<file path="config.mk">
export PLATFORM = sky130hd
export DESIGN_NAME = pattern_gen
export DESIGN_NICKNAME = d
export VERILOG_FILES = /design/src/pattern_gen_pkg.sv /design/src/tri_pin_if.sv /design/src/pattern_gen.sv /design/src/tri_level_sampler.sv
export SDC_FILE = /design/constraint.sdc
export NUM_CORES = 1
export LEC_CHECK = 0
export ABC_AREA = 1
export BUFFER_PORTS_ARGS = -buffer_cell sky130_fd_sc_hd__buf_2
export CORE_MARGIN = 2
export CORE_UTILIZATION = 30
export CTS_BUF_LIST = sky130_fd_sc_hd__clkbuf_4
export DETAILED_ROUTE_END_ITERATION = 16
export PLACE_DENSITY_LB_ADDON = 0.15
export SLEW_MARGIN = 20
export SYNTH_ARGS = -nofsm -noshare
export SYNTH_HDL_FRONTEND = slang
export SYNTH_SLANG_ARGS = --single-unit
</file>
<file path="constraint.sdc">
create_clock -name CLOCK_I -period 1.6 [get_ports CLOCK_I]
set_input_delay 0.08 -clock CLOCK_I [delete_from_list [all_inputs] [get_ports CLOCK_I]]
set_output_delay 0.08 -clock CLOCK_I [all_outputs]
set_load 0.005 [all_outputs]
</file>
<file path="src/pattern_gen_pkg.sv">
// Purpose: Shared constants for the output test pattern generator
// Assumes: 8-bit serial configuration registers, 50 MHz core clock
// Notes:   Pin states are two-bit codes shared with the pin sampler
package pattern_gen_pkg;

  // ----------------------------------------------------------------
  // Register offsets
  // ----------------------------------------------------------------
  localparam logic [12:0] OFS_OUTPUT_TEST_SELECT  = 13'h00c0;
  localparam logic [12:0] OFS_RESERVED_C1         = 13'h00c1;
  localparam logic [12:0] OFS_PATTERN_ONE_LOW     = 13'h00c2;
  localparam logic [12:0] OFS_PATTERN_ONE_HIGH    = 13'h00c3;
  localparam logic [12:0] OFS_PATTERN_TWO_LOW     = 13'h00c4;
  localparam logic [12:0] OFS_PATTERN_TWO_HIGH    = 13'h00c5;
  localparam logic [12:0] OFS_OUTPUT_MODE_B       = 13'h0074;

  // ----------------------------------------------------------------
  // Fields and reset values
  // ----------------------------------------------------------------
  localparam int          TEST_MODE_LSB   = 0;
  localparam int          USER_SEQ_LSB    = 6;
  localparam int          DDR_ENABLE_BIT  = 4;
  localparam logic [7:0]  REG_RESET       = 8'h00;

  // Output test selection codes
  localparam logic [3:0]  TEST_OFF        = 4'h0;
  localparam logic [3:0]  TEST_MIDSCALE   = 4'h1;
  localparam logic [3:0]  TEST_POS_FULL   = 4'h2;
  localparam logic [3:0]  TEST_NEG_FULL   = 4'h3;
  localparam logic [3:0]  TEST_CHECKER    = 4'h4;
  localparam logic [3:0]  TEST_ONE_ZERO   = 4'h7;
  localparam logic [3:0]  TEST_USER       = 4'h8;

  // User pattern sequencing codes
  localparam logic [1:0]  SEQ_SINGLE      = 2'h0;
  localparam logic [1:0]  SEQ_ALTERNATE   = 2'h1;

  // ----------------------------------------------------------------
  // Serial port framing
  // ----------------------------------------------------------------
  localparam logic [4:0]  INSTR_LAST_BIT  = 5'h0f;
  localparam logic [4:0]  DATA_LAST_BIT   = 5'h07;
  localparam int          INSTR_READ_BIT  = 15;

  // Three-level pin states and pin count
  localparam logic [1:0]  PIN_LOW         = 2'h0;
  localparam logic [1:0]  PIN_FLOAT       = 2'h1;
  localparam logic [1:0]  PIN_HIGH        = 2'h2;
  localparam int          TRI_PINS        = 4;

endpackage : pattern_gen_pkg

</file>
<file path="src/tri_pin_if.sv">
// Purpose: Carries one decoded three-level pin state
// Assumes: State codes from pattern_gen_pkg
// Notes:   Sampler drives, generator reads
`timescale 1ns/10ps
interface tri_pin_if;
  logic [1:0] state;
  modport src (output state);
  modport dst (input  state);
endinterface : tri_pin_if
</file>
<file path="src/pattern_gen.sv">
// Purpose: Output test pattern generator with serial register access
// Assumes: Serial clock far slower than CLOCK_I; pins are asynchronous
// Notes:   Data words are the top DATA_W bits of 16-bit user patterns
//
// Summary of operation
// [RULE1] Test select zero passes conversion data
// [RULE2] Codes 1..3 give midscale, +full, -full
// [RULE3] Code 4 gives alternating-bit checkerboard
// [RULE4] Code 7 toggles all-ones and all-zeros
// [RULE5] Code 8 sends user words per sequencing
// [RULE6] Codes 5, 6, 9..15 are reserved
// [RULE7] Sequencing: single repeats one, alternate swaps
// [RULE8] DDR enable resets zero, small package forced one
// [RULE9] Open three-level pin is a distinct state
// [RULE10] Held in reset until data-out pulled high
// [RULE11] User word is high byte over low byte
`timescale 1ns/10ps
module pattern_gen
  import pattern_gen_pkg::*;
#(
  parameter int         DATA_W        = 12,
  parameter bit         SMALL_PACKAGE = 1'b0
)(
  input  wire logic              CLOCK_I,
  input  wire logic              NRST_I,
  input  wire logic              SCLK_I,
  input  wire logic              CSB_I,
  input  wire logic              SDI_I,
  input  wire logic              SDO_I,
  output logic                   SDO_O,
  output logic                   SDO_OE_O,
  input  wire logic [TRI_PINS-1:0] TRI_HI_I,
  input  wire logic [TRI_PINS-1:0] TRI_LO_I,
  input  wire logic [DATA_W-1:0] CONV_DATA_I,
  input  wire logic              CONV_VALID_I,
  output logic      [DATA_W-1:0] DATA_O,
  output logic                   DATA_VALID_O,
  output logic                   DDR_EN_O,
  output logic [2*TRI_PINS-1:0]  TRI_STATE_O,
  output logic                   CORE_READY_O
);

  typedef enum logic [2:0] {
    SPI_IDLE  = 3'b000,
    SPI_INSTR = 3'b001,
    SPI_WDATA = 3'b010,
    SPI_RDATA = 3'b011,
    SPI_DONE  = 3'b100
  } spi_state_t;

  localparam logic DDR_RESET = SMALL_PACKAGE;

  logic [2:0]   sclk_sync_reg;
  logic [2:0]   csb_sync_reg;
  logic [2:0]   sdi_sync_reg;
  logic [2:0]   sdo_sync_reg;
  logic         sclk_lvl_reg;
  logic         csb_lvl_reg;
  logic         sdi_lvl_reg;
  logic         sdo_lvl_reg;
  logic         sclk_rise;
  spi_state_t   spi_state_reg;
  logic [4:0]   bit_cnt_reg;
  logic [15:0]  shift_reg;
  logic [7:0]   rd_shift_reg;
  logic [12:0]  addr_reg;
  logic         wr_strobe;
  logic [7:0]   wr_byte;
  logic [7:0]   test_select_reg;
  logic [7:0]   pat_one_lo_reg;
  logic [7:0]   pat_one_hi_reg;
  logic [7:0]   pat_two_lo_reg;
  logic [7:0]   pat_two_hi_reg;
  logic         ddr_en_reg;
  logic         ready_reg;
  logic         phase_reg;
  logic [3:0]   test_mode;
  logic [1:0]   user_seq;
  logic [15:0]  pattern_one;
  logic [15:0]  pattern_two;
  logic [DATA_W-1:0] word_next;

  // ----------------------------------------------------------------
  // Register read decode
  // ----------------------------------------------------------------
  function automatic logic [7:0] read_reg(input logic [12:0] addr);
    case (addr)
      OFS_OUTPUT_TEST_SELECT: read_reg = test_select_reg;
      OFS_PATTERN_ONE_LOW:    read_reg = pat_one_lo_reg;
      OFS_PATTERN_ONE_HIGH:   read_reg = pat_one_hi_reg;
      OFS_PATTERN_TWO_LOW:    read_reg = pat_two_lo_reg;
      OFS_PATTERN_TWO_HIGH:   read_reg = pat_two_hi_reg;
      OFS_OUTPUT_MODE_B:
        read_reg = 8'(ddr_en_reg) << DDR_ENABLE_BIT;
      default:                read_reg = REG_RESET;
    endcase
  endfunction : read_reg

  // ----------------------------------------------------------------
  // Pin synchronisers
  // ----------------------------------------------------------------
  always_ff @(posedge CLOCK_I or negedge NRST_I) begin
    if (!NRST_I) begin
      sclk_sync_reg <= 3'h0;
      csb_sync_reg  <= 3'h7;
      sdi_sync_reg  <= 3'h0;
      sdo_sync_reg  <= 3'h0;
    end else begin
      sclk_sync_reg <= {sclk_sync_reg[1:0], SCLK_I};
      csb_sync_reg  <= {csb_sync_reg[1:0], CSB_I};
      sdi_sync_reg  <= {sdi_sync_reg[1:0], SDI_I};
      sdo_sync_reg  <= {sdo_sync_reg[1:0], SDO_I};
    end
  end

  always_ff @(posedge CLOCK_I or negedge NRST_I) begin
    if (!NRST_I) begin
      sclk_lvl_reg <= 1'b0;
      csb_lvl_reg  <= 1'b1;
      sdi_lvl_reg  <= 1'b0;
      sdo_lvl_reg  <= 1'b0;
    end else begin
      if (sclk_sync_reg[1] == sclk_sync_reg[2]) begin
        sclk_lvl_reg <= sclk_sync_reg[2];
      end
      if (csb_sync_reg[1] == csb_sync_reg[2]) begin
        csb_lvl_reg <= csb_sync_reg[2];
      end
      if (sdi_sync_reg[1] == sdi_sync_reg[2]) begin
        sdi_lvl_reg <= sdi_sync_reg[2];
      end
      if (sdo_sync_reg[1] == sdo_sync_reg[2]) begin
        sdo_lvl_reg <= sdo_sync_reg[2];
      end
    end
  end

  assign sclk_rise = sclk_sync_reg[1] && sclk_sync_reg[2] &&
                     !sclk_lvl_reg;

  // ----------------------------------------------------------------
  // Reset release gate
  // ----------------------------------------------------------------
  // Data-out is released until ready, so only the pull-up lifts it
  always_ff @(posedge CLOCK_I or negedge NRST_I) begin
    if (!NRST_I) begin
      ready_reg <= 1'b0;
    end else if (sdo_lvl_reg) begin
      ready_reg <= 1'b1; // [RULE10]
    end
  end

  // ----------------------------------------------------------------
  // Serial port
  // ----------------------------------------------------------------
  // Read bits advance on the rising edge; the sync delay keeps the
  // old bit valid at the master's sampling edge
  always_ff @(posedge CLOCK_I or negedge NRST_I) begin
    if (!NRST_I) begin
      spi_state_reg <= SPI_IDLE;
      bit_cnt_reg   <= 5'h00;
      shift_reg     <= 16'h0000;
      rd_shift_reg  <= 8'h00;
      addr_reg      <= 13'h0000;
    end else if (!ready_reg || csb_lvl_reg) begin
      spi_state_reg <= SPI_IDLE; // [RULE10]
      bit_cnt_reg   <= 5'h00;
    end else begin
      case (spi_state_reg)
        SPI_IDLE: begin
          spi_state_reg <= SPI_INSTR;
        end
        SPI_INSTR: begin
          if (sclk_rise) begin
            shift_reg   <= {shift_reg[14:0], sdi_lvl_reg};
            bit_cnt_reg <= bit_cnt_reg + 5'h01;
            if (bit_cnt_reg == INSTR_LAST_BIT) begin
              bit_cnt_reg <= 5'h00;
              addr_reg    <= {shift_reg[11:0], sdi_lvl_reg};
              if (shift_reg[INSTR_READ_BIT-1]) begin
                rd_shift_reg  <= read_reg({shift_reg[11:0],
                                           sdi_lvl_reg});
                spi_state_reg <= SPI_RDATA;
              end else begin
                spi_state_reg <= SPI_WDATA;
              end
            end
          end
        end
        SPI_WDATA: begin
          if (sclk_rise) begin
            shift_reg   <= {shift_reg[14:0], sdi_lvl_reg};
            bit_cnt_reg <= bit_cnt_reg + 5'h01;
            if (bit_cnt_reg == DATA_LAST_BIT) begin
              spi_state_reg <= SPI_DONE;
            end
          end
        end
        SPI_RDATA: begin
          if (sclk_rise) begin
            rd_shift_reg <= {rd_shift_reg[6:0], 1'b0};
            bit_cnt_reg  <= bit_cnt_reg + 5'h01;
            if (bit_cnt_reg == DATA_LAST_BIT) begin
              spi_state_reg <= SPI_DONE;
            end
          end
        end
        default: begin
          spi_state_reg <= SPI_DONE;
        end
      endcase
    end
  end

  assign wr_strobe = ready_reg && !csb_lvl_reg && sclk_rise &&
                     spi_state_reg == SPI_WDATA &&
                     bit_cnt_reg == DATA_LAST_BIT;
  assign wr_byte   = {shift_reg[6:0], sdi_lvl_reg};

  always_ff @(posedge CLOCK_I or negedge NRST_I) begin
    if (!NRST_I) begin
      SDO_O    <= 1'b0;
      SDO_OE_O <= 1'b0;
    end else begin
      SDO_O    <= rd_shift_reg[7];
      SDO_OE_O <= ready_reg && !csb_lvl_reg &&
                  spi_state_reg == SPI_RDATA;
    end
  end

  // ----------------------------------------------------------------
  // Configuration registers
  // ----------------------------------------------------------------
  always_ff @(posedge CLOCK_I or negedge NRST_I) begin
    if (!NRST_I) begin
      test_select_reg <= REG_RESET;
      pat_one_lo_reg  <= REG_RESET;
      pat_one_hi_reg  <= REG_RESET;
      pat_two_lo_reg  <= REG_RESET;
      pat_two_hi_reg  <= REG_RESET;
    end else if (wr_strobe) begin
      case (addr_reg)
        OFS_OUTPUT_TEST_SELECT: test_select_reg <= wr_byte; // [RULE1]
        OFS_PATTERN_ONE_LOW:    pat_one_lo_reg  <= wr_byte;
        OFS_PATTERN_ONE_HIGH:   pat_one_hi_reg  <= wr_byte;
        OFS_PATTERN_TWO_LOW:    pat_two_lo_reg  <= wr_byte;
        OFS_PATTERN_TWO_HIGH:   pat_two_hi_reg  <= wr_byte;
        default: ;
      endcase
    end
  end

  // Small package pulls the bit high, so writes cannot clear it
  always_ff @(posedge CLOCK_I or negedge NRST_I) begin
    if (!NRST_I) begin
      ddr_en_reg <= DDR_RESET; // [RULE8]
    end else if (SMALL_PACKAGE) begin
      ddr_en_reg <= 1'b1; // [RULE8]
    end else if (wr_strobe && addr_reg == OFS_OUTPUT_MODE_B) begin
      ddr_en_reg <= wr_byte[DDR_ENABLE_BIT];
    end
  end

  // ----------------------------------------------------------------
  // Pattern selection
  // ----------------------------------------------------------------
  assign test_mode   = test_select_reg[TEST_MODE_LSB +: 4];
  assign user_seq    = test_select_reg[USER_SEQ_LSB +: 2];
  assign pattern_one = {pat_one_hi_reg, pat_one_lo_reg}; // [RULE11]
  assign pattern_two = {pat_two_hi_reg, pat_two_lo_reg}; // [RULE11]

  always_comb begin
    case (test_mode)
      TEST_OFF:      word_next = CONV_DATA_I; // [RULE1]
      TEST_MIDSCALE: word_next = {1'b1, {(DATA_W-1){1'b0}}}; // [RULE2]
      TEST_POS_FULL: word_next = {DATA_W{1'b1}}; // [RULE2]
      TEST_NEG_FULL: word_next = {DATA_W{1'b0}}; // [RULE2]
      TEST_CHECKER:
        word_next = {(DATA_W/2){phase_reg, !phase_reg}}; // [RULE3]
      TEST_ONE_ZERO: word_next = {DATA_W{!phase_reg}}; // [RULE4]
      TEST_USER: begin
        // Reserved sequencing codes fall back to single
        if (user_seq == SEQ_ALTERNATE && phase_reg) begin
          word_next = pattern_two[15 -: DATA_W]; // [RULE7]
        end else begin
          word_next = pattern_one[15 -: DATA_W]; // [RULE5]
        end
      end
      default:       word_next = {DATA_W{1'b0}}; // [RULE6]
    endcase
  end

  // Phase advances once per output sample
  always_ff @(posedge CLOCK_I or negedge NRST_I) begin
    if (!NRST_I) begin
      phase_reg    <= 1'b0;
      DATA_O       <= '0;
      DATA_VALID_O <= 1'b0;
    end else begin
      DATA_VALID_O <= ready_reg && CONV_VALID_I; // [RULE10]
      if (ready_reg && CONV_VALID_I) begin
        phase_reg <= !phase_reg;
        DATA_O    <= word_next;
      end
    end
  end

  // ----------------------------------------------------------------
  // Three-level pins and status outputs
  // ----------------------------------------------------------------
  tri_pin_if tri_pin [TRI_PINS] ();

  for (genvar g = 0; g < TRI_PINS; g++) begin : g_tri
    tri_level_sampler u_sampler (
      .clk_i  (CLOCK_I),
      .nrst_i (NRST_I),
      .hi_i   (TRI_HI_I[g]),
      .lo_i   (TRI_LO_I[g]),
      .pin    (tri_pin[g])
    );
    always_ff @(posedge CLOCK_I or negedge NRST_I) begin
      if (!NRST_I) begin
        TRI_STATE_O[2*g +: 2] <= PIN_FLOAT;
      end else begin
        TRI_STATE_O[2*g +: 2] <= tri_pin[g].state; // [RULE9]
      end
    end
  end

  always_ff @(posedge CLOCK_I or negedge NRST_I) begin
    if (!NRST_I) begin
      DDR_EN_O     <= DDR_RESET;
      CORE_READY_O <= 1'b0;
    end else begin
      DDR_EN_O     <= ddr_en_reg;
      CORE_READY_O <= ready_reg;
    end
  end
endmodule : pattern_gen

</file>
<file path="src/tri_level_sampler.sv">
// Purpose: Synchronises and decodes one three-level configuration pin
// Assumes: Pin front end gives a high and a low comparator level
// Notes:   Neither level asserted means the pin is left open
`timescale 1ns/10ps
module tri_level_sampler
  import pattern_gen_pkg::*;
(
  input  wire logic clk_i,
  input  wire logic nrst_i,
  input  wire logic hi_i,
  input  wire logic lo_i,
  tri_pin_if.src    pin
);

  logic [2:0] hi_sync_reg;
  logic [2:0] lo_sync_reg;
  logic [1:0] raw_state;

  // ----------------------------------------------------------------
  // Three-stage synchroniser
  // ----------------------------------------------------------------
  always_ff @(posedge clk_i or negedge nrst_i) begin
    if (!nrst_i) begin
      hi_sync_reg <= 3'h0;
      lo_sync_reg <= 3'h0;
    end else begin
      hi_sync_reg <= {hi_sync_reg[1:0], hi_i};
      lo_sync_reg <= {lo_sync_reg[1:0], lo_i};
    end
  end

  // Open pin is its own valid choice, not a fault
  always_comb begin
    if (hi_sync_reg[2] && !lo_sync_reg[2]) begin
      raw_state = PIN_HIGH;
    end else if (lo_sync_reg[2] && !hi_sync_reg[2]) begin
      raw_state = PIN_LOW;
    end else begin
      raw_state = PIN_FLOAT; // [RULE9]
    end
  end

  // Accept only once stages two and three agree
  always_ff @(posedge clk_i or negedge nrst_i) begin
    if (!nrst_i) begin
      pin.state <= PIN_FLOAT;
    end else if (hi_sync_reg[1] == hi_sync_reg[2] &&
                 lo_sync_reg[1] == lo_sync_reg[2]) begin
      pin.state <= raw_state; // [RULE9]
    end
  end

endmodule : tri_level_sampler

</file>
==> Word-level counts from Yosys, hierarchy flattened <==
Index checks and enable logic that the tools add are counted.
{ "word_totals": {"latchBits": 0, "mem_count": 0, "input_bits": 27, "romBits": 0, "mem_bits_rw": 0, "regBits": 160, "output_inout_bits": 25, "elab_cells": 167} }
{ "op_classes": {"n_reduce_logical": 51, "n_mul": 0, "bitwise": 1, "div": 0, "eq_ne": 43, "mux": 28, "shift": 0, "addsub": 1, "order_cmp": 0} }
{ "op_table": {"columns": ["operator", "n"], "rows": [
  ["13-bit by 8-bit equality test with 1-bit output, second input constant", 10],
  ["12-bit case mux with 6 select lines", 1],
  ["8-bit case mux with 6 select lines", 1],
  ["8-bit two-way mux", 4],
  ["13-bit by 7-bit equality test with 1-bit output, second input constant", 2],
  ["1-bit logical AND", 22],
  ["5-bit two-way mux", 4],
  ["8-bit case mux with 2 select lines", 1],
  ["3-bit two-way mux", 5],
  ["1-bit equality test", 12],
  ["1-bit zero test", 12],
  ["12-bit two-way mux", 1],
  ["5-bit case mux with 2 select lines", 1],
  ["2-bit AND reduction", 5],
  ["3-bit case mux with 3 select lines", 1],
  ["4-bit by 3-bit equality test with 1-bit output, second input constant", 2],
  ["2-bit two-way mux", 4],
  ["2-bit inequality test, second input constant", 4],
  ["4-bit AND reduction", 2],
  ["3-bit by 2-bit equality test with 1-bit output, second input constant", 2],
  ["3-bit by 1-bit inequality test with 1-bit output, second input constant", 2],
  ["3-bit inequality test, second input constant", 2],
  ["3-bit AND reduction", 2],
  ["6-bit AND reduction", 1],
  ["other kinds (16)", 21]
]} }

==> Depth between registers and ports, before layout <==
{ "depth": {"depth_word": 6, "ltp_mapped": 11, "mapped_depth_nobuf": 11} }

==> By module <==
A second synthesis with hierarchy kept.
{ "unflattened": {"cells_unflattened": 751, "area_unflattened_um2": 6962.9} }
{ "modules_own_cells": {"columns": ["module", "cells_each", "area_each_um2", "instances", "seq_area_each_um2"], "rows": [
  ["pattern_gen", 647, 5801.8, 1, 3213.1],
  ["tri_level_sampler", 26, 290.3, 4, 201.4]
]} }

==> Worst setup path before layout <==
No wires, ideal clock.
{ "synth_path": {"path_type": "register to register", "startpoint": "register sclk_sync_reg[1]", "endpoint": "register test_select_reg[6]", "stages_incl_launch_ff": 10, "n_path_buf": 1, "path_slack_ns": 0.049, "t_required_ns": 1.476, "setup_ns": 0.124, "arrival_ns": 1.426, "period_less_slack_ns": 1.551, "cell_sequence": "dfrtp_1 > ha_1 > inv_1 > nor2_1 > nand3_2 > nor2_4 > nand4_2 > buf_6 > nand2_1 > o21ai_1"} }
{ "synth_via": {"elab_chain_cells": 6} }
{ "synth_lines": {"columns": ["item", "line", "source"], "rows": [
  ["from (decl)", "pattern_gen.sv:53", "logic [2:0] sclk_sync_reg;"],
  ["from (signal assigned)", "pattern_gen.sv:109", "sclk_sync_reg <= {sclk_sync_reg[1:0], SCLK_I};"],
  ["1-bit logical AND (2 in series)", "pattern_gen.sv:138", "assign sclk_rise = sclk_sync_reg[1] && sclk_sync_reg[2] &&"],
  ["1-bit logical AND (2 in series)", "pattern_gen.sv:215", "assign wr_strobe = ready_reg && !csb_lvl_reg && sclk_rise &&"],
  ["1-bit logical AND", "pattern_gen.sv:216", "spi_state_reg == SPI_WDATA &&"],
  ["2-bit AND reduction (no line)", null, null],
  ["to (signal assigned)", "pattern_gen.sv:243", "OFS_OUTPUT_TEST_SELECT: test_select_reg <= wr_byte;"],
  ["to (decl)", "pattern_gen.sv:69", "logic [7:0] test_select_reg;"]
]} }
Every way passes these cells.
A chain may end at the register's enable or synchronous reset.

==> Worst setup path in the final report <==
{ "layout_path": {"startpoint": "register bit_cnt_reg[1]", "endpoint": "register pat_one_lo_reg[3]"} }
{ "layout_via": {"elab_chain_cells": 3} }
{ "layout_lines": {"columns": ["item", "line", "source"], "rows": [
  ["from (decl)", "pattern_gen.sv:63", "logic [4:0] bit_cnt_reg;"],
  ["from (signal assigned)", "pattern_gen.sv:176", "bit_cnt_reg <= bit_cnt_reg + 5'h01;"],
  ["from (signal assigned)", "pattern_gen.sv:193", "bit_cnt_reg <= bit_cnt_reg + 5'h01;"],
  ["from (signal assigned)", "pattern_gen.sv:202", "bit_cnt_reg <= bit_cnt_reg + 5'h01;"],
  ["5-bit by 3-bit equality test with 1-bit output", "pattern_gen.sv:217", "bit_cnt_reg == DATA_LAST_BIT;"],
  ["1-bit logical AND", "pattern_gen.sv:216", null],
  ["2-bit AND reduction (no line)", null, null],
  ["to (signal assigned)", "pattern_gen.sv:244", "OFS_PATTERN_ONE_LOW: pat_one_lo_reg <= wr_byte;"],
  ["to (decl)", "pattern_gen.sv:70", "logic [7:0] pat_one_lo_reg;"]
]} }
Every way passes these cells.

==> results summary <==
In this run the cell area of the synthesized design comes to about 6700 sq um. The number of I/O pins is between 50 and 60. The library cells used most frequently in the layout, excluding fill and tap cells, are nand2_1 (161), dfrtp_1 (145), o21ai_1 (51), buf_2 (51), buf_4 (50). The final period demand of the worst path came out at between 1500 and 2000 ps. The die area came out at around 23000 sq um.

The endpoint type of the worst setup path is a register. The routed layout has 5311 vias. The clock skew after layout is between 20 and 30 ps. The number of flip-flops under the largest register name came out at 15. After detailed placement, the total cell area comes to roughly 7700 sq um. The setup slack of the most critical reg-to-reg path came out at -30 ps.

The number of cells on the worst reg-to-reg path came out at 8. The total power is 8.44 mW. The root buffer selected by CTS is clkbuf_4. The average wire length per cell after detail routing is around 15 um. The transition time of the tightest slew-check pin came out at 534 ps. Along the worst path, the maximum fanout reaches 8. The floorplan has 54 rows. The number of flops mapped to enable cells by yosys came out at 0. The first detailed-routing pass took 5 iterations. The total setup violations reported at the end of the flow is 13.

The highest attainable clock frequency is about 0.6 GHz. The share of post-route cells with drive strength above 1 came out at 0.322. The mean cell area of the mapped netlist is a little under 10 sq um.

TritonCTS built the clock tree. The vertical die dimension came out at roughly 150 um. The worst max-slew margin expressed relative to the limit is 0.641. The setup path with the least slack is of type reg2reg. The number of cells in the design after placement came out at roughly 1000. The setup slack of the critical path after layout is -29.6 ps. The H-tree depth came out at 4. The number of cells in the finished layout apart from fillers came out at approximately 1100. The die span in x came out at roughly 150 um. The critical path starts at bit_cnt_reg[1]. The clock reaches the later pin of the worst-skew pair after ~570 ps. Once detail routing completed, the nets flagged for antenna violations numbered 0. The worst supply voltage drop on vdd came out at roughly 0.39 mV. OpenSTA, run right after detailed placement, puts the worst setup slack at -96.9 ps. The number of endpoints with negative hold slack in the final report is 0.

By area, the combinational part of the netlist is dominated by simple AND/OR/NAND/NOR gates. The synthesized instance count came out at 690. The most repeated library cell on the critical path is buf_12. In this run the worst hold path is classified as in2reg. The multiplexer fraction of the synthesized cell area came out at 0.0152. The count of max-cap constraint violations is 0. The congestion estimate from routability-driven global placement came to 0.827. On the final layout, the worst hold slack is approximately 130 ps. After the last flow step, the layout net total stands at about 880. The run finished, with violations left. The filler cell count in the final layout came out at 2149. The number of antenna violations at the first check in global routing came out at 1.

Of the total synthesized cell area, the portion taken by full adders, half adders and majority gates is 0.0157. The count of port buffers added during placement is approximately 50. The post-synthesis sequential element count came out at 160. The final design instance area without fill is between 8000 and 9000 sq um. The number of pins with negative max-slew slack in the final report is 0. The DRC violations left is 0. The initial utilization of the core area, before any placement, comes to 0.306. Dividing total power by cell area gives a power density of roughly 940 nW/um^2. The mean number of vias per cell is ~4.7. The portion of the clock cycle consumed by the worst path in the final layout is 1.02. The end-of-flow core utilization came out at 0.410.

Setup repair after global routing could not meet its margin everywhere. The synthesis-to-finish area growth came out at 34.1%. The total overflow left after global routing is 0. Clock-pin slew was measured on the worst setup and hold paths at 150 ps. The reported leakage power came out at slightly above 4 nW. In this design, the stage delay of the slowest critical-path cell is between 400 and 500 ps.

The share of the synthesized area in compound gates (AO/OA/AOI/OAI) came to 0.110. The number of different library cells in the post-synthesis netlist came out at 37. The maximum count of clock buffers along a single path is 2. The arrival time reported for the critical path endpoint is approximately 2100 ps.

The global-route wire length before repair came out at around 27000 um. The hold path endpoint is g_tri[1].u_sampler.lo_sync_reg[0]. The slowest stage of the critical path belongs to the cell dfrtp_1. The total clock buffers created by CTS came out at 17. The proportion of register bits with asynchronous set or reset after synthesis is 1.00. The cell depth of the worst min-delay path came out at 2.

Of the total synthesized cell area, the portion taken by AND, OR, NAND and NOR gates is 0.202. In this run the critical register-to-register path is launched from bit_cnt_reg[1]. The fraction of the yosys area taken by sequential cells is 0.602. The final HPWL from detailed placement came out at between 10000 and 15000 um. The final reports fail on negative setup slack. Data on the critical path is required at its endpoint by 2050 ps. Leaving out fill and tap cells, the most frequent cell in the layout is nand2_1.

The via count of the first global-routing pass came out at ~5300. The fraction of synthesized cell area in xor and xnor cells came out at 0.0131. The overall routed net length is roughly 17000 um.

STA classifies the critical path startpoint as a register. The TritonCTS sink count came out at 160. The core region is 21800 sq um. The most common flop cell mapped by yosys is dfrtp_1. The number of DRC violations after detailed-routing iteration 0 is roughly 310.

The number of nets produced by synthesis is 723. The yosys synthesis warning count came out at 0. The largest net degree at the start of global routing came out at 46. In this run the most critical hold path is launched from TRI_LO_I[1].

The worst register-to-register path ends at pat_one_lo_reg[3]. The signal on the critical path passes through ha_4 > nand4_1 > nor2_4 > buf_12 > nand4_4 > buf_12 > nand2_2 > o21ai_2. The sum of negative setup slack is -197 ps.

Across every metal layer, demand over resource in global routing totals 0.145.
## power breakdown
part | internal, mW | leakage [nW] | switching [mW]
Combinational | 0.565 | 1.90 | 0.737
Sequential | 4.38 | 2.05 | 0.156
Clock | 1.01 | 0.159 | 1.59
## cell usage after synthesis, drive strengths merged, types with 11 or more instances
master / n / area, sq um
nand2: 193 / 729
nor2: 30 / 128
inv: 42 / 158
dfstp: 12 / 315
a21oi: 18 / 90.1
nand3: 56 / 285
o21ai: 94 / 489
o211ai: 11 / 82.6
clkbuf: 14 / 52.6
dfrtp: 148 / 3700
## worst max-delay path: cells and delay by family (launching register included)
kind,cells,cell delay (ps)
buf+inv,2,340
simple gates,4,560
flops,1,420
fa+ha+maj,1,160
compound gates,1,50
## layout make-up
cell class | count | area, sq um | area share
Inverter | 42 | 158 | 0.0176
Multi-Input combinational cell | 466 | 2700 | 0.301
Timing Repair Buffer | 155 | 1420 | 0.158
Clock buffer | 18 | 135 | 0.0151
Tap cell | 280 | 350 | 0.0391
Sequential cell | 160 | 4020 | 0.449
Clock inverter | 14 | 174 | 0.0194
Antenna cell | 2 | 5.00 | 0.000559
## routing by layer
layer	vias up	wire length, um	GRT usage
met3	20	574	0.0309
met1	2558	8030	0.191
met4	0	271	0.0467
li1	2621	-	-
met2	112	8380	0.239
met5	-	0	0
## logic make-up after synthesis
| family | Yosys count |
|---|---|
| simple gates | 305 |
| xor+xnor | 10 |
| fa+ha+maj | 9 |
| flops | 160 |
| buf+inv | 64 |
| compound gates | 133 |
| mux | 9 |
## timing repair
action                                 in CTS  in global routing
setup endpoints to repair                  65                 94
gates cloned                                2                  7
resized for setup                          16                103
endpoints found under the hold margin     175                  0
hold buffers                               27                  0
pin swaps                                   5                 21
buffers inserted                            5                 14
## how the worst max path moves through the flow
stage / end / slack [ps] / cells after the start
floorplan: test_select_reg[6] / 50 / 9
global placement: rd_shift_reg[0] / -40 / 10
detailed placement: rd_shift_reg[5] / -100 / 11
CTS: test_select_reg[3] / -40 / 9
global route: pat_one_lo_reg[1] / -140 / 6
finish: pat_one_lo_reg[3] / -30 / 8
(Power assumes the default switching activity.)
